[src/hw/sfr_port_regs.svh]
// Purpose: register indices, field positions, reset values and bus codes
// Assumes: byte address of a register is four times its index
// Notes: definitions only
`ifndef SFR_PORT_REGS_SVH
`define SFR_PORT_REGS_SVH

// register indices (byte address = index * 4)
`define IDX_TIMER_COUNT 8'h06
`define IDX_PORT_LEVELS 8'h08
`define IDX_PORT_DIR 8'h09
`define IDX_HALT_REQ 8'h0F
`define IDX_SCRATCH0 8'h18
`define IDX_TIMER_CTRL 8'h20

// field positions
`define HALT_BIT 0
`define CLK_SEL_BIT 0
`define PORT_MSB 6

// reset values
`define RST_PORT_DIR 7'h00
`define RST_SCRATCH0 16'h0000
`define RST_CLK_SEL 1'b0

// synchroniser depth on the pin path
`define SYNC_STAGES 2

// bus answer codes
`define RESP_OKAY 2'h0
`define RESP_SLVERR 2'h2

`endif

[src/hw/sfr_port_pkg.sv]
// Purpose: shared types for the port and halt register slice
// Assumes: constants live in sfr_port_regs.svh
// Notes: types only
package sfr_port_pkg;
  typedef logic [11:0] addr_t; // byte address on the register bus
  typedef logic [31:0] word_t; // bus data word
  typedef logic [6:0] pins_t; // one bit per port pin
  typedef logic [7:0] idx_t; // register index
endpackage

[src/hw/pin_sync.sv]
// Purpose: two flip-flop synchroniser for the port pin levels
// Assumes: pins are asynchronous to mclk
// Notes: no reset, the levels simply follow the pins
`timescale 1ns/1ps
module pin_sync (
  input wire logic mclk,
  input wire logic ce,
  input wire sfr_port_pkg::pins_t async_in,
  output sfr_port_pkg::pins_t sync_out
);
  import sfr_port_pkg::*;

  pins_t meta_reg; // first stage, read only by the second stage

  // two stages, frozen while the clock enable is low
  always_ff @(posedge mclk) begin
    if (ce) begin
      meta_reg <= async_in;
      sync_out <= meta_reg;
    end
  end
endmodule

[src/hw/sfr_port_breakpoint_regs.sv]
// Purpose: timer count access, port input/direction, software halt, debug scratch
// Assumes: AXI4-Lite slave on mclk, synchronous active-high reset
// Notes: timer counting and the port output latch live outside this block
//
// The AXI4-Lite register port is this design's own decision.
`timescale 1ns/1ps
`include "sfr_port_regs.svh"
module sfr_port_breakpoint_regs (
  input wire logic mclk,
  input wire logic rst,
  input wire logic ce,
  // AXI4-Lite write address
  input wire logic s_axi_awvalid,
  output logic s_axi_awready,
  input wire sfr_port_pkg::addr_t s_axi_awaddr,
  // AXI4-Lite write data
  input wire logic s_axi_wvalid,
  output logic s_axi_wready,
  input wire sfr_port_pkg::word_t s_axi_wdata,
  input wire logic [3:0] s_axi_wstrb,
  // AXI4-Lite write response
  output logic s_axi_bvalid,
  input wire logic s_axi_bready,
  output logic [1:0] s_axi_bresp,
  // AXI4-Lite read address
  input wire logic s_axi_arvalid,
  output logic s_axi_arready,
  input wire sfr_port_pkg::addr_t s_axi_araddr,
  // AXI4-Lite read data
  output logic s_axi_rvalid,
  input wire logic s_axi_rready,
  output sfr_port_pkg::word_t s_axi_rdata,
  output logic [1:0] s_axi_rresp,
  // timer side
  input wire logic [7:0] timer_count_in,
  output logic timer_load_pulse,
  output logic [7:0] timer_load_value,
  output logic timer_clock_select,
  // port pins
  input wire sfr_port_pkg::pins_t port_pin_in,
  input wire sfr_port_pkg::pins_t port_output_value,
  output sfr_port_pkg::pins_t port_pin_out,
  output sfr_port_pkg::pins_t port_pin_oe_n,
  // emulation block
  output logic emulation_halt_input
);
  import sfr_port_pkg::*;

  // decode a byte address into a register index
  function automatic idx_t addr_idx(input addr_t a);
    addr_idx = a[9:2];
  endfunction

  // true when the index names a register of this slice
  function automatic logic idx_mapped(input idx_t i);
    case (i)
      `IDX_TIMER_COUNT, `IDX_PORT_LEVELS, `IDX_PORT_DIR,
      `IDX_HALT_REQ, `IDX_SCRATCH0, `IDX_TIMER_CTRL: idx_mapped = 1'b1;
      default: idx_mapped = 1'b0;
    endcase
  endfunction

  pins_t port_pin_direction_reg; // direction bits, one per pin
  logic [15:0] debug_scratch_first_reg; // scratch word for debug code
  pins_t port_pin_levels; // synchronised pin levels
  addr_t aw_addr_reg; // held write address
  logic aw_held_reg; // write address taken, waiting for data
  word_t w_data_reg; // held write data
  logic [3:0] w_strb_reg; // held write strobes
  logic w_held_reg; // write data taken, waiting for address
  idx_t rd_idx_reg; // index of the last read, for checking
  logic wr_do; // write commits this cycle
  idx_t wr_idx; // index of the committing write
  logic rd_do; // read address taken this cycle
  idx_t rd_idx; // index of the incoming read
  word_t rd_word; // read mux result

  assign wr_do = ce && aw_held_reg && w_held_reg && !s_axi_bvalid;
  assign wr_idx = addr_idx(aw_addr_reg);
  assign rd_do = ce && s_axi_arvalid && s_axi_arready;
  assign rd_idx = addr_idx(s_axi_araddr);

  // pin levels cross into mclk through two flops
  pin_sync u_pin_sync (
    .mclk(mclk),
    .ce(ce),
    .async_in(port_pin_in),
    .sync_out(port_pin_levels)
  );

  // write address channel: take once, hold until the write commits
  always_ff @(posedge mclk) begin
    if (rst) begin
      aw_held_reg <= 1'b0;
      aw_addr_reg <= 12'h000;
      s_axi_awready <= 1'b0;
    end else if (ce) begin
      if (s_axi_awvalid && s_axi_awready) begin
        aw_held_reg <= 1'b1;
        aw_addr_reg <= s_axi_awaddr;
        s_axi_awready <= 1'b0;
      end else if (wr_do) begin
        aw_held_reg <= 1'b0;
      end else if (!aw_held_reg && !s_axi_bvalid) begin
        s_axi_awready <= 1'b1;
      end
    end
  end

  // write data channel: independent of the address, either order works
  always_ff @(posedge mclk) begin
    if (rst) begin
      w_held_reg <= 1'b0;
      w_data_reg <= 32'h00000000;
      w_strb_reg <= 4'h0;
      s_axi_wready <= 1'b0;
    end else if (ce) begin
      if (s_axi_wvalid && s_axi_wready) begin
        w_held_reg <= 1'b1;
        w_data_reg <= s_axi_wdata;
        w_strb_reg <= s_axi_wstrb;
        s_axi_wready <= 1'b0;
      end else if (wr_do) begin
        w_held_reg <= 1'b0;
      end else if (!w_held_reg && !s_axi_bvalid) begin
        s_axi_wready <= 1'b1;
      end
    end
  end

  // write response follows both halves; unmapped answers slave error
  always_ff @(posedge mclk) begin
    if (rst) begin
      s_axi_bvalid <= 1'b0;
      s_axi_bresp <= `RESP_OKAY;
    end else if (ce) begin
      if (wr_do) begin
        s_axi_bvalid <= 1'b1;
        s_axi_bresp <= idx_mapped(wr_idx) ? `RESP_OKAY : `RESP_SLVERR;
      end else if (s_axi_bready) begin
        s_axi_bvalid <= 1'b0;
      end
    end
  end

  // timer clock select; the counter itself is outside
  always_ff @(posedge mclk) begin
    if (rst) begin
      timer_clock_select <= `RST_CLK_SEL;
    end else if (ce && wr_do && wr_idx == `IDX_TIMER_CTRL && w_strb_reg[0]) begin
      timer_clock_select <= w_data_reg[`CLK_SEL_BIT];
    end
  end

  // timer load strobe, only on the system clock source
  always_ff @(posedge mclk) begin
    if (rst) begin
      timer_load_pulse <= 1'b0;
      timer_load_value <= 8'h00;
    end else if (ce) begin
      timer_load_pulse <= 1'b0;
      // a write while the slow source runs is dropped but still answered OKAY
      if (wr_do && wr_idx == `IDX_TIMER_COUNT && w_strb_reg[0] &&
          !timer_clock_select) begin
        timer_load_pulse <= 1'b1;
        timer_load_value <= w_data_reg[7:0];
      end
    end
  end

  // direction register, cleared on reset
  always_ff @(posedge mclk) begin
    if (rst) begin
      port_pin_direction_reg <= `RST_PORT_DIR;
    end else if (ce && wr_do && wr_idx == `IDX_PORT_DIR && w_strb_reg[0]) begin
      port_pin_direction_reg <= w_data_reg[`PORT_MSB:0];
    end
  end

  // halt request: one-cycle pulse, never stored for reads
  always_ff @(posedge mclk) begin
    if (rst) begin
      emulation_halt_input <= 1'b0;
    end else if (ce) begin
      // the pulse lands right after the writing access commits
      emulation_halt_input <= wr_do && wr_idx == `IDX_HALT_REQ && w_strb_reg[0] &&
                              w_data_reg[`HALT_BIT];
    end
  end

  // debug scratch word, byte lanes honoured
  always_ff @(posedge mclk) begin
    if (rst) begin
      debug_scratch_first_reg <= `RST_SCRATCH0;
    end else if (ce && wr_do && wr_idx == `IDX_SCRATCH0) begin
      if (w_strb_reg[0]) begin
        debug_scratch_first_reg[7:0] <= w_data_reg[7:0];
      end
      if (w_strb_reg[1]) begin
        debug_scratch_first_reg[15:8] <= w_data_reg[15:8];
      end
    end
  end

  // pin drivers: output value where direction is one, released elsewhere
  always_ff @(posedge mclk) begin
    if (rst) begin
      port_pin_out <= 7'h00;
      port_pin_oe_n <= 7'h7F;
    end else if (ce) begin
      port_pin_out <= port_output_value & port_pin_direction_reg;
      port_pin_oe_n <= ~port_pin_direction_reg;
    end
  end

  // read mux; reserved bits and the halt bit read zero
  always_comb begin
    rd_word = 32'h00000000;
    case (rd_idx)
      `IDX_TIMER_COUNT: rd_word[7:0] = timer_count_in;
      `IDX_PORT_LEVELS: rd_word[`PORT_MSB:0] = port_pin_levels;
      `IDX_PORT_DIR: rd_word[`PORT_MSB:0] = port_pin_direction_reg;
      `IDX_HALT_REQ: rd_word = 32'h00000000;
      `IDX_SCRATCH0: rd_word[15:0] = debug_scratch_first_reg;
      `IDX_TIMER_CTRL: rd_word[`CLK_SEL_BIT] = timer_clock_select;
      default: rd_word = 32'h00000000;
    endcase
  end

  // read channel: one read at a time, answer one cycle after the address
  always_ff @(posedge mclk) begin
    if (rst) begin
      s_axi_arready <= 1'b0;
      s_axi_rvalid <= 1'b0;
      s_axi_rdata <= 32'h00000000;
      s_axi_rresp <= `RESP_OKAY;
      rd_idx_reg <= 8'h00;
    end else if (ce) begin
      if (rd_do) begin
        s_axi_arready <= 1'b0;
        s_axi_rvalid <= 1'b1;
        s_axi_rdata <= rd_word;
        s_axi_rresp <= idx_mapped(rd_idx) ? `RESP_OKAY : `RESP_SLVERR;
        rd_idx_reg <= rd_idx;
      end else if (s_axi_rvalid) begin
        if (s_axi_rready) begin
          s_axi_rvalid <= 1'b0;
        end
      end else begin
        s_axi_arready <= 1'b1;
      end
    end
  end
endmodule

[config.mk]
export PLATFORM = sky130hd
export DESIGN_NAME = sfr_port_breakpoint_regs
export DESIGN_NICKNAME = d
export VERILOG_FILES = /design/src/hw/sfr_port_pkg.sv /design/src/hw/pin_sync.sv /design/src/hw/sfr_port_breakpoint_regs.sv
export VERILOG_INCLUDE_DIRS = /design/src /design/src/hw
export SDC_FILE = /design/constraint.sdc
export NUM_CORES = 1
export LEC_CHECK = 0
export BUFFER_PORTS_ARGS = -buffer_cell sky130_fd_sc_hd__buf_2
export CORE_ASPECT_RATIO = 0.6
export CORE_UTILIZATION = 50
export CTS_CLUSTER_DIAMETER = 150
export CTS_CLUSTER_SIZE = 25
export DETAILED_ROUTE_END_ITERATION = 16
export GPL_TIMING_DRIVEN = 0
export PLACE_DENSITY = 0.76
export SLEW_MARGIN = 20
export SYNTH_ARGS = -nofsm -noshare
export SYNTH_HDL_FRONTEND = slang
export SYNTH_SLANG_ARGS = --single-unit
[constraint.sdc]
create_clock -name mclk -period 4 [get_ports mclk]
set_input_delay 0.6 -clock mclk [delete_from_list [all_inputs] [get_ports mclk]]
set_output_delay 0.6 -clock mclk [all_outputs]
set_load 0.01 [all_outputs]
**After elaboration in Yosys (flattened, before gate mapping)**

Cells that the tools add are included.

- Register bits after elaboration: 117
- Input bits: 90
- Output and inout port bits: 66
- Logic and storage cells: 117

- Eq/ne operators: 15
- Multiplexer cells: 31
- Bitwise logic cells: 2
- Reductions and logical operators: 45

Operator list:

| kind | count |
|---|---|
| equality test 8 x 4 -> 1 bit (second input constant) | 6 |
| two-way mux 1 bit | 25 |
| one-hot mux 6 bit (4 select lines) | 1 |
| AND reduction 2 bit | 11 |
| logical AND 1 bit | 21 |
| equality test 8 x 3 -> 1 bit (second input constant) | 2 |
| equality test 8 x 5 -> 1 bit (second input constant) | 2 |
| equality test 8 x 6 -> 1 bit (second input constant) | 2 |
| OR reduction 6 bit | 2 |
| nonzero test 2 bit | 5 |
| two-way mux 8 bit | 1 |
| bitwise AND 7 bit | 1 |
| NOT 7 bit | 1 |
| != test 2 x 1 -> 1 bit (second input constant) | 3 |
| AND reduction 3 bit | 2 |
| one-hot mux 1 bit (5 select lines) | 1 |
| logical NOT 1 bit | 4 |
| two-way mux 2 bit | 2 |
| one-hot mux 1 bit (2 select lines) | 1 |

**Longest topological paths before layout**

Gate-level depths: netlist of the first run.

- Word-level depth: 7
- Gate-level depth with buffers: 8

**Modules after synthesis**

Synthesis of the first run repeated with hierarchy kept, for this count alone.

- Cell total of the unflattened synthesis: 490
- Area, all modules: 4479.3 um^2

Modules (own cells, without submodules):

| module | times used | cells each | area an instance (um^2) |
|---|---|---|---|
| sfr_port_breakpoint_regs | 1 | 476 | 4058.9 |
| pin_sync | 1 | 14 | 420.4 |

**Worst setup path before layout of the first run**

OpenSTA, ideal clock, no wires.

- Kind: input-to-reg
- From: input ce
- To: register timer_load_value[0]
- Data arrival time: 2063 ps
- Setup slack: 1821 ps
- Stages on the path: 8
- Buffers on the path: 4
- Path through: buf_2 -> nand4b_1 -> buf_2 -> nand2b_1 -> clkbuf_1 -> or3_1 -> buf_2 -> a31o_2

- Cells in the longest elaborated chain, start to end: 7

Ends and longest elaborated chain:

| element | line | RTL |
|---|---|---|
| start: declaration | sfr_port_breakpoint_regs.sv:11 | `input wire logic ce,` |
| logical AND 1 bit (3 in series) | sfr_port_breakpoint_regs.sv:78 | `assign wr_do = ce && aw_held_reg && w_held_reg && !s_axi_bvalid;` |
| logical AND 1 bit (no source line) | n/a |  |
| logical AND 1 bit (2 in series) | sfr_port_breakpoint_regs.sv:163 | `` if (wr_do && wr_idx == `IDX_TIMER_COUNT && w_strb_reg[0] && `` |
| AND reduction 2 bit (no source line) (*) | n/a |  |
| end signal: assignment | sfr_port_breakpoint_regs.sv:166 | `timer_load_value <= w_data_reg[7:0];` |
| end: declaration | sfr_port_breakpoint_regs.sv:37 | `output logic [7:0] timer_load_value,` |

Mark *: on every way between the ends. The rest lies on a longest branch, timed or not.
A chain may end at the register's enable or synchronous reset.

**Worst setup path after layout of the first run**

Ends and elaborated chain as after synthesis.

==> run_results.csv, run 1 <==
group,metric,value,unit
sta,timing.final.crit_period,2.460,ns
worst_setup_path,critPathTopFamily,"buffers and inverters",
finish,drive_above_1_share,28.89,%
finish,area_of_the_multi_input_gates,2006,sq um
worst_setup_path,setup.worst_path.start_class,"input pin",
floorplan,fp.coreArea,8783,sq um
finish,n_antenna_cell,0,
power_and_ir_drop,share_clk_of_total_power,52.1,%
worst_setup_path,critical_path.reg2reg.startpoint,"aw_addr_reg[4]",
drt,postRouteWirelength,12560,um
global_routing,track_usage,27.47,%
clocking,cts_post_setup_buffers_inserted,0,
sta,hold_viol,0,
clocking,cts_num_sinks,113,
logic_synthesis,synthDominantCellAreaShare,42.53,%
logic_synthesis,post_synth_inst_count,508,
finish,seqCellArea,2402,sq um
logic_synthesis,synthesis.yosys.warnings,0,
worst_setup_path,max_stage_delay,0.37,ns
logic_synthesis,ys_top_cells_by_area,"sky130_fd_sc_hd__dfxtp_1 43%, sky130_fd_sc_hd__edfxtp_1 9.0%, sky130_fd_sc_hd__nand2_1 7.7%",
clocking,clkSlewWorstSetupHoldPaths,0.05,ns
sta,slew_headroom,47.85,%
outcome,run_status,"finished, final reports clean",
global_routing,grt_first_pass_wirelength,20250,um
worst_setup_path,worst-endpoint-required,4.30,ns
logic_synthesis,post_synth.cell_area_avg,9.172,sq um
drt,routed-via-count,4266,
worst_setup_path,cp-end-kind,"flop",
drt,route.antenna.remaining_nets,0,
logic_synthesis,synth_seq_cells,113,
worst_setup_path,worstSetupStartpoint,"ce",
sta,clock-skew-final,0.007926,ns
power_and_ir_drop,power.share.switching,21.84,%
clocking,holdBufCountCts,0,
finish,finish.net_count,745,
place,post-dp-hpwl,9304,um
clocking,tritoncts,"yes",
min_path,hold_path_startpoint,"port_pin_in[6]",
finish,fillers,689,
sta,final.period_utilization,61.50,%
sta,rsz0062_at_grt,"no",
finish,postLayoutCoreUtil,68.33,%
floorplan,floorplan.rows,26,
flow_run,timing.max_cap.violations,0,
floorplan,floorplan_die_area,9722,sq um
worst_setup_path,crit_buf_inv,5,
place,gpl.final_weighted_congestion,0.8440,
clocking,max-clock-path-buffers,2,
finish,layout.cells.most_common,"sky130_fd_sc_hd__buf_2",
logic_synthesis,yosysSeqAreaShare,51.56,%
sta,highest_achievable_clock_rate,406.5,MHz
clocking,clkLatencyLatePin,0.41,ns
place,numPortBuffers,111,
place,dpl_cell_area,5419,sq um
drt,detail_route.first_pass.iterations,5,
worst_setup_path,critical_path.most_common_cell,"sky130_fd_sc_hd__buf_2",
power_and_ir_drop,p_comb_share,5.6,%
drt,drtIter0Drc,410,
logic_synthesis,synthArstFlopShare,0,%
floorplan,boundaryPins,156,
power_and_ir_drop,power.ir.vdd_worst,0.0003363,V
logic_synthesis,mappedNetlistArea,4659,sq um
power_and_ir_drop,cellLeakagePower,2.491,nW
floorplan,initial_core_util,53.05,%
sta,worstMarginPinSlew,0.7763,ns
worst_setup_path,criticalPathCategory,"in -> reg",
clocking,htree_levels,4,
drt,detail_route.drc_violations,0,
global_routing,grt_max_degree,17,
logic_synthesis,ys.flop_type,"sky130_fd_sc_hd__dfxtp_1",
worst_setup_path,crit_slowest_cell,"sky130_fd_sc_hd__or3_1",
worst_setup_path,critical_path_depth,9,
clocking,cts-root-buf,"sky130_fd_sc_hd__clkbuf_16",
sta,whs,0.3626,ns
floorplan,die_x,126.6,um
global_routing,vias_in_the_first_global_route,4042,
sta,final.setup.tns,0,ns
power_and_ir_drop,total_switching_power,0.6134,mW
place,dpl_worst_slack,1.139,ns
min_path,min-delay-path-class,"in -> reg",
clocking,cts-resized-gates,0,
worst_setup_path,r2r_cells,6,
sta,timing.final.ws_setup,1.540,ns
logic_synthesis,synth-edff-count,14,
worst_setup_path,cp_cell_sequence,"buf_2, buf_2, nand4b_1, buf_2, nand2b_1, clkbuf_1, or3_1, buf_2, a31o_2",
logic_synthesis,synth.lib_cells_used.distinct,47,
drt,routedWlPerCell,16.10,um
sta,timing.final.max_slew_violations,0,
finish,final_cell_mix,"117 x sky130_fd_sc_hd__buf_2, 99 x sky130_fd_sc_hd__dfxtp_1, 96 x sky130_fd_sc_hd__nand2_1, 51 x sky130_fd_sc_hd__a21oi_1, 25 x sky130_fd_sc_hd__clkbuf_1",
logic_synthesis,post-synth-top-area-cell,"sky130_fd_sc_hd__dfxtp_1",
power_and_ir_drop,p_int,2.195,mW
sta,setup_violations,0,
clocking,tritoncts.num_buffers,17,
floorplan,vertical_die_dimension,76.78,um
finish,syn2layout_area_growth,28.81,%
finish,fin_area,6002,sq um
drt,viasPerCell,5.469,
worst_setup_path,worst_ep_arrival_time,2.76,ns
global_routing,gr-total-overflow,0,
global_routing,antenna_found_initial,0,
min_path,hold_path_depth,1,
power_and_ir_drop,seqPwrFrac,42.3,%
power_and_ir_drop,power-per-cell-area,468.0,nW/um^2
worst_setup_path,critical_path.max_fanout,15,
[layer usage]
metal | GRT usage (%) | share of wire [%]
met1 | 39.18 | 49
met4 | 7.952 | 1.0
met2 | 38.56 | 40
met5 | 0 | 0
met3 | 9.770 | 9.9
[power by group through the flow]
stage / sequential [mW] / clock (mW) / combinational [mW]
5_1_grt: 1.19 / 1.54 / 0.174
2_1_floorplan: 1.21 / 0 / 0.0879
3_3_place_gp: 1.21 / 0 / 0.150
6_report: 1.19 / 1.46 / 0.157
4_1_cts: 1.19 / 1.47 / 0.155
3_5_place_dp: 1.21 / 0 / 0.154
[worst register-to-register path, cell delays in order (launching register included)]
cell and delay [ns]:
sky130_fd_sc_hd__dfxtp_1 0.29, sky130_fd_sc_hd__buf_2 0.17, sky130_fd_sc_hd__or4b_4 0.51, sky130_fd_sc_hd__nor3_2 0.43, sky130_fd_sc_hd__buf_2 0.31, sky130_fd_sc_hd__a21oi_1 0.11
sky130_fd_sc_hd__a41o_1 0.22
[final timing paths]
check	to	slack, ns
hold / removal	u_pin_sync.meta_reg[6]	0.36
hold reg to reg	u_pin_sync.sync_out[3]	0.41
setup reg to reg	debug_scratch_first_reg[14]	1.85
setup / recovery	timer_load_value[0]	1.54
[through the flow]
stage	cells	power, mW
after global placement	748	1.358
after global routing	780	2.898
after detailed placement	748	1.363
after CTS	780	2.815
final	780	2.809
after floorplan	525	1.295
[synthesized netlist by cell type, types with 2 or more instances]
library cell / instances
sky130_fd_sc_hd__nand3_2: 2
sky130_fd_sc_hd__nand2b_1: 11
sky130_fd_sc_hd__and3_1: 7
sky130_fd_sc_hd__a21oi_1: 51
sky130_fd_sc_hd__a41o_1: 8
sky130_fd_sc_hd__nand2_1: 96
sky130_fd_sc_hd__nand3_1: 18
sky130_fd_sc_hd__buf_6: 2
sky130_fd_sc_hd__nor2b_1: 3
sky130_fd_sc_hd__nor2_1: 17
sky130_fd_sc_hd__buf_4: 18
sky130_fd_sc_hd__nand4_1: 6
sky130_fd_sc_hd__a22o_1: 9
sky130_fd_sc_hd__or2_2: 3
sky130_fd_sc_hd__a2111oi_0: 2
sky130_fd_sc_hd__o21ai_2: 8
sky130_fd_sc_hd__nand3b_1: 4
sky130_fd_sc_hd__nor3_1: 10
sky130_fd_sc_hd__inv_1: 6
sky130_fd_sc_hd__o21ai_0: 15
sky130_fd_sc_hd__nor4_1: 10
sky130_fd_sc_hd__mux2i_1: 14
sky130_fd_sc_hd__a31oi_1: 3
sky130_fd_sc_hd__o2bb2ai_1: 7
sky130_fd_sc_hd__dfxtp_1: 99
sky130_fd_sc_hd__edfxtp_1: 14
sky130_fd_sc_hd__a22oi_1: 6
sky130_fd_sc_hd__o2111ai_1: 2
sky130_fd_sc_hd__clkbuf_1: 23
sky130_fd_sc_hd__buf_2: 6
sky130_fd_sc_hd__buf_1: 5
sky130_fd_sc_hd__a31o_2: 8
[cell type report]
type / instances / share of cell area [%]
buffer: 54 / 4.878
clock buffer: 22 / 7.901
clock inverter: 10 / 1.814
inverter: 6 / 0.3752
multi-input combinational: 352 / 33.42
sequential: 113 / 40.02
tap: 112 / 2.335
timing repair buffer: 111 / 9.256
[cells by family (layout without fill, tap and decap cells)]
kind of cell | after synthesis | count (layout) | share of synthesized area [%]
xor gates and xnor gates | 1 | 1 | 0.1880
other | 1 | 18 | 0.08048
and+or+nand+nor | 198 | 198 | 21.05
muxes | 14 | 14 | 3.007
DFF | 113 | 113 | 51.56
AOI/OAI and AO/OA | 121 | 121 | 17.35
buffers and inverters | 60 | 203 | 6.767
Note: power is estimated with default switching activity, not from simulation.
==> run 2, diff against run 1 <==
--- a/config.mk
+++ b/config.mk
@@ -8,12 +8,12 @@
 export LEC_CHECK = 0
 export BUFFER_PORTS_ARGS = -buffer_cell sky130_fd_sc_hd__buf_2
 export CORE_ASPECT_RATIO = 0.6
-export CORE_UTILIZATION = 50
+export CORE_UTILIZATION = 45
 export CTS_CLUSTER_DIAMETER = 150
 export CTS_CLUSTER_SIZE = 25
 export DETAILED_ROUTE_END_ITERATION = 16
 export GPL_TIMING_DRIVEN = 0
-export PLACE_DENSITY = 0.76
+export PLACE_DENSITY = 0.72
 export SLEW_MARGIN = 20
 export SYNTH_ARGS = -nofsm -noshare
 export SYNTH_HDL_FRONTEND = slang
==> constraint.sdc (replaced) <==
create_clock -name mclk -period 2.08 [get_ports mclk]
set_input_delay 0.312 -clock mclk [delete_from_list [all_inputs] [get_ports mclk]]
set_output_delay 0.312 -clock mclk [all_outputs]
set_load 0.01 [all_outputs]
==> run 2 against run 1 <==
  * Count of clock-buffer cells in the layout fell by 1
  * Largest cell class unchanged
  * Hold slack got worse by 0.29 ns
  * Core utilization fell by 7.5 points
  * Critical path type is now reg -> reg
  * Global-route usage fell by 2.7 points
  * Sequential share of layout area fell by 0.33 points
==> run_results.csv, run 2 (synthesis results as in run 1) <==
group,metric,value,unit
flow_run,timing.max_cap.violations,0,
power_and_ir_drop,total_switching_power,1.184,mW
power_and_ir_drop,cellLeakagePower,2.511,nW
place,post-dp-hpwl,9479,um
global_routing,grt_max_degree,17,
worst_setup_path,critical_path.max_fanout,10,
min_path,whs_endpoint,"u_pin_sync.meta_reg[1]",
clocking,tritoncts,"yes",
place,gpl.final_weighted_congestion,0.8203,
clocking,cts_num_sinks,113,
global_routing,gr-total-overflow,0,
power_and_ir_drop,power.ir.vdd_worst,0.0006195,V
place,numPortBuffers,111,
finish,n_antenna_cell,0,
floorplan,boundaryPins,156,
clocking,tritoncts.num_buffers,17,
drt,viasPerCell,5.393,
worst_setup_path,worst_ep_arrival_time,2.34,ns
finish,finish.net_count,744,
clocking,max-clock-path-buffers,2,
worst_setup_path,cp_cell_sequence,"or4b_4, or4_4, buf_6, buf_6, nand3_2, o21ai_2",
sta,clock-skew-final,0.008463,ns
sta,hold_viol,0,
sta,timing.final.ws_setup,0.04310,ns
place,dpl_worst_slack,-0.5432,ns
min_path,hold_path_startpoint,"port_pin_in[1]",
sta,setup_violations,0,
worst_setup_path,critical_path_depth,6,
clocking,holdBufCountCts,0,
sta,final.period_utilization,97.93,%
floorplan,initial_core_util,46.83,%
power_and_ir_drop,finalPower,5.370,mW
clocking,clkSlewWorstSetupHoldPaths,0.05,ns
finish,layout.cells.most_common,"sky130_fd_sc_hd__buf_2",
drt,postRouteWirelength,12940,um
worst_setup_path,critical_path.reg2reg.startpoint,"aw_addr_reg[5]",
power_and_ir_drop,p_comb_share,5.7,%
floorplan,die_x,133.4,um
power_and_ir_drop,p_int,4.185,mW
power_and_ir_drop,power.share.switching,22.05,%
worst_setup_path,crit_slowest_cell,"sky130_fd_sc_hd__or4b_4",
finish,syn2layout_area_growth,29.94,%
drt,routedWlPerCell,16.13,um
drt,drtIter0Drc,271,
power_and_ir_drop,power-per-cell-area,886.9,nW/um^2
drt,routed-via-count,4325,
sta,timing.final.crit_period,2.037,ns
sta,worstMarginPinSlew,0.7861,ns
finish,final_cell_mix,"113 x sky130_fd_sc_hd__buf_2, 98 x sky130_fd_sc_hd__dfxtp_1, 96 x sky130_fd_sc_hd__nand2_1, 51 x sky130_fd_sc_hd__a21oi_1, 24 x sky130_fd_sc_hd__clkbuf_1",
global_routing,track_usage,24.81,%
global_routing,vias_in_the_first_global_route,3952,
worst_setup_path,cp-end-kind,"flop",
outcome,run_status,"finished, final reports clean",
sta,timing.final.max_slew_violations,0,
drt,route.antenna.remaining_nets,0,
power_and_ir_drop,share_clk_of_total_power,51.8,%
floorplan,fp.coreArea,9950,sq um
sta,highest_achievable_clock_rate,490.9,MHz
sta,rsz0062_at_grt,"no",
sta,slew_headroom,47.19,%
worst_setup_path,r2r_cells,6,
finish,drive_above_1_share,29.54,%
global_routing,antenna_found_initial,0,
floorplan,floorplan_die_area,10780,sq um
worst_setup_path,timing.reg2reg.setup_slack,0.04,ns
worst_setup_path,setup.worst_path.start_class,"flop",
drt,detail_route.drc_violations,0,
clocking,htree_levels,4,
power_and_ir_drop,seqPwrFrac,42.5,%
global_routing,grt_first_pass_wirelength,20080,um
worst_setup_path,max_stage_delay,0.53,ns
floorplan,floorplan.rows,28,
drt,detail_route.first_pass.iterations,5,
worst_setup_path,critPathTopFamily,"simple AND/OR/NAND/NOR gates",
clocking,clkLatencyLatePin,0.41,ns
min_path,min-delay-path-class,"in -> reg",
worst_setup_path,worst-endpoint-required,2.38,ns
floorplan,vertical_die_dimension,80.82,um
worst_setup_path,criticalPathCategory,"reg -> reg",
min_path,hold_path_depth,1,
worst_setup_path,critical_path.most_common_cell,"sky130_fd_sc_hd__buf_6",
clocking,cts-root-buf,"sky130_fd_sc_hd__clkbuf_16",
worst_setup_path,crit_buf_inv,2,
worst_setup_path,crit-reg2reg-capture,"debug_scratch_first_reg[6]",
[run 2: layout make-up]
class / count / area, sq um
multi-input combinational: 352 / 2029
buffer: 52 / 292.8
clock inverter: 11 / 111.4
tap: 135 / 168.9
inverter: 6 / 22.52
sequential: 113 / 2404
timing repair buffer: 112 / 565.5
fill: 880 / 3895
clock buffer: 21 / 460.4
[run 2: how the worst max path moves through the flow]
stage / from / endpoint / slack, ns
after detailed placement: ce / timer_load_value[4] / -0.54
after floorplan: aw_addr_reg[3] / debug_scratch_first_reg[6] / 0.16
final: aw_addr_reg[5] / debug_scratch_first_reg[6] / 0.04
after global placement: ce / timer_load_value[6] / -0.48
after CTS: aw_addr_reg[3] / debug_scratch_first_reg[6] / 0.006
after global routing: aw_addr_reg[5] / debug_scratch_first_reg[6] / 0.002
[run 2: repair_timing]
action | in CTS | in global routing
endpoints found under the setup margin | 8 | 22
setup buffers | 0 | 1
hold endpoints to repair | 0 | 0
resized for setup | 2 | 9
pin swaps | 0 | 1
[run 2: through the flow]
stage / utilization [%] / instances / cell area (sq um) / setup TNS [ns] / hold slack [ns]
floorplan: - / 525 / 4723 / 0 / 0.4003
global placement: 54.75 / 771 / 5448 / -9.901 / 0.4085
detailed placement: 54.75 / 771 / 5448 / -12.46 / 0.4089
CTS: 60.51 / 802 / 6021 / 0 / 0.06398
global route: 60.85 / 802 / 6055 / 0 / 0.05910
finish: 60.85 / 802 / 6055 / 0 / 0.07573
[run 2: worst register-to-register path: stages, from the launching register on]
cell and delay, ns:
sky130_fd_sc_hd__dfxtp_1 0.45, sky130_fd_sc_hd__or4b_4 0.53, sky130_fd_sc_hd__or4_4 0.50, sky130_fd_sc_hd__buf_6 0.15, sky130_fd_sc_hd__buf_6 0.15, sky130_fd_sc_hd__nand3_2 0.09, sky130_fd_sc_hd__o21ai_2 0.06
[run 2: metal layers]
layer | vias up | GRT usage, % | wire (um)
met2 | 206 | 36.41 | 5193
met3 | 9 | 7.678 | 1325
li1 | 2076 | - | -
met5 | - | 0 | 0
met4 | 0 | 8.182 | 80
met1 | 2034 | 34.58 | 6335
[run 2: power by group through the flow]
stage	clock network (mW)	logic [mW]	registers, mW
2_1_floorplan	0	0.169	2.32
5_1_grt	2.92	0.335	2.29
6_report	2.78	0.303	2.28
3_5_place_dp	0	0.296	2.33
3_3_place_gp	0	0.291	2.32
4_1_cts	2.80	0.299	2.28
==> run 3, diff against run 2 <==
--- a/config.mk
+++ b/config.mk
@@ -6,14 +6,14 @@
 export SDC_FILE = /design/constraint.sdc
 export NUM_CORES = 1
 export LEC_CHECK = 0
-export BUFFER_PORTS_ARGS = -buffer_cell sky130_fd_sc_hd__buf_2
 export CORE_ASPECT_RATIO = 0.6
-export CORE_UTILIZATION = 45
+export CORE_UTILIZATION = 50
 export CTS_CLUSTER_DIAMETER = 150
 export CTS_CLUSTER_SIZE = 25
 export DETAILED_ROUTE_END_ITERATION = 16
+export DONT_BUFFER_PORTS = 1
 export GPL_TIMING_DRIVEN = 0
-export PLACE_DENSITY = 0.72
+export PLACE_DENSITY = 0.65
 export SLEW_MARGIN = 20
 export SYNTH_ARGS = -nofsm -noshare
 export SYNTH_HDL_FRONTEND = slang
==> run 3 against run 2 <==
  * Count of clock-buffer cells in the layout up 2
  * Hold slack got worse by 0.046 ns
  * Largest power group unchanged
  * Combinational power decreased by 22%
  * Global-route usage grew 1.9 points
  * Critical endpoint is now debug_scratch_first_reg[7]
  * Critical path depth is the same
  * Register-to-register slack gained 0.02 ns
  * Maximum frequency rose by 1.1%
==> run_results.csv, run 3 (synthesis results as in run 1) <==
group,metric,value,unit
worst_setup_path,worst-endpoint-required,2.38,ns
outcome,run_status,"finished, final reports clean",
power_and_ir_drop,cellLeakagePower,2.079,nW
clocking,tritoncts,"yes",
worst_setup_path,cp_cell_sequence,"or4b_4, or4_4, buf_6, buf_6, nand3_2, o21ai_2",
global_routing,grt_first_pass_wirelength,19440,um
sta,slew_headroom,38.74,%
worst_setup_path,crit-reg2reg-capture,"debug_scratch_first_reg[7]",
finish,syn2layout_area_growth,20.27,%
floorplan,vertical_die_dimension,76.78,um
global_routing,gr-total-overflow,0,
floorplan,die_x,126.6,um
worst_setup_path,critical_path.reg2reg.startpoint,"aw_addr_reg[2]",
worst_setup_path,r2r_cells,6,
worst_setup_path,timing.reg2reg.setup_slack,0.07,ns
finish,fin_area,5604,sq um
clocking,max-clock-path-buffers,2,
sta,hold_viol,0,
power_and_ir_drop,power.ir.vdd_worst,0.0006819,V
sta,timing.final.crit_period,2.014,ns
flow_run,timing.max_cap.violations,0,
power_and_ir_drop,power-per-cell-area,986.2,nW/um^2
finish,postLayoutCoreUtil,63.80,%
min_path,min-delay-path-class,"in -> reg",
finish,layout.cells.most_common,"sky130_fd_sc_hd__dfxtp_1",
floorplan,floorplan_die_area,9722,sq um
clocking,clkLatencyLatePin,0.41,ns
sta,final.period_utilization,96.85,%
clocking,tritoncts.num_buffers,17,
sta,final.setup.tns,0,ns
place,numPortBuffers,0,
sta,setup_violations,0,
floorplan,floorplan.rows,26,
finish,final_cell_mix,"97 x sky130_fd_sc_hd__dfxtp_1, 96 x sky130_fd_sc_hd__nand2_1, 51 x sky130_fd_sc_hd__a21oi_1, 23 x sky130_fd_sc_hd__clkbuf_1, 19 x sky130_fd_sc_hd__buf_4",
worst_setup_path,critical_path.max_fanout,10,
global_routing,grt_max_degree,17,
clocking,cts-root-buf,"sky130_fd_sc_hd__clkbuf_16",
worst_setup_path,crit_slowest_cell,"sky130_fd_sc_hd__or4b_4",
drt,detail_route.drc_violations,0,
finish,n_antenna_cell,0,
floorplan,fp.coreArea,8783,sq um
global_routing,track_usage,26.74,%
place,gpl.final_weighted_congestion,0.8048,
place,dpl_cell_area,4863,sq um
finish,drive_above_1_share,15.58,%
clocking,cts_num_sinks,113,
drt,routedWlPerCell,18.28,um
sta,highest_achievable_clock_rate,496.4,MHz
finish,layoutNonFillerInstCount,677,
drt,route.antenna.remaining_nets,0,
place,placedCellCount,637,
sta,clock-skew-final,0.004853,ns
min_path,hold_path_depth,2,
floorplan,boundaryPins,156,
finish,finish.net_count,642,
clocking,clkSlewWorstSetupHoldPaths,0.05,ns
worst_setup_path,worst_ep_arrival_time,2.32,ns
drt,detail_route.first_pass.iterations,5,
clocking,htree_levels,4,
drt,viasPerCell,5.721,
worst_setup_path,max_stage_delay,0.59,ns
sta,whs,0.03002,ns
min_path,whs_endpoint,"aw_addr_reg[5]",
floorplan,initial_core_util,53.05,%
global_routing,antenna_found_initial,0,
sta,timing.final.max_slew_violations,0,
global_routing,vias_in_the_first_global_route,3653,
drt,routed-via-count,3873,
place,post-dp-hpwl,8941,um
worst_setup_path,criticalPathCategory,"reg -> reg",
drt,postRouteWirelength,12370,um
worst_setup_path,cp-end-kind,"flop",
drt,drtIter0Drc,351,
worst_setup_path,critical_path.most_common_cell,"sky130_fd_sc_hd__buf_6",
sta,worstMarginPinSlew,0.9119,ns
min_path,hold_path_startpoint,"s_axi_awaddr[5]",
worst_setup_path,setup.worst_path.start_class,"flop",
run 3: cell count changes in the layout (fill, tap and decap cells not counted), sizes merged:
cell         delta
clkinvlp        -1
bufinv          +1
dlygate4sd3     +9
buf           -111
clkinv          -1
inv             -1
clkbuf          +2
run 3: cell type report:
type | instances | area (sq um)
clock buffer | 23 | 488.0
clock inverter | 9 | 130.1
sequential | 113 | 2405
multi-input combinational | 352 | 2029
inverter | 6 | 22.52
tap | 112 | 140.1
fill | 768 | 3179
buffer | 52 | 291.5
timing repair buffer | 10 | 97.59
run 3: per-layer routing:
metal	global-route usage [%]	part of all wire (%)
met5	0	0
met4	9.759	0.99
met3	10.26	12
met2	37.24	40
met1	37.23	47
run 3: critical path: cells and delay by family, from the launching register on:
kind / cells / cell delay [ns]
buf+inv: 2 / 0.30
simple gates: 3 / 1.17
flops: 1 / 0.36
compound gates: 1 / 0.05
run 3: metrics by stage:
| stage | setup slack (ns) | total power [mW] |
|---|---|---|
| floorplan | 0.1625 | 2.490 |
| global placement | -0.09132 | 2.540 |
| detailed placement | -0.1305 | 2.545 |
| CTS | 0.009925 | 5.540 |
| global route | -0.002215 | 5.688 |
| finish | 0.06560 | 5.527 |
run 3: where the power goes:
part,internal [mW],total [mW],switching (mW),leakage (nW)
clock,2.01,3.00,0.997,0.303
sequential,2.26,2.29,0.0318,0.938
combinational,0.0864,0.237,0.150,0.838
total,4.35,5.53,1.18,2.08
run 3: how the worst max path moves through the flow:
stage,startpoint,endpoint,slack (ns),cells after the start
after floorplan,aw_addr_reg[3],debug_scratch_first_reg[6],0.16,7
after global routing,s_axi_bvalid,timer_load_value[5],-0.002,6
final,aw_addr_reg[2],debug_scratch_first_reg[7],0.07,6
after CTS,s_axi_bvalid,timer_load_value[5],0.01,6
after detailed placement,ce,timer_load_value[1],-0.13,8
after global placement,ce,timer_load_value[4],-0.09,8
run 3: repair_timing:
action                                  in CTS  in global routing
hold endpoints to repair                    14                  7
buffers inserted                             0                  1
pin swaps                                    1                  1
gates resized for setup                      5                  6
endpoints found under the setup margin      12                 18
hold buffers                                 8                  1
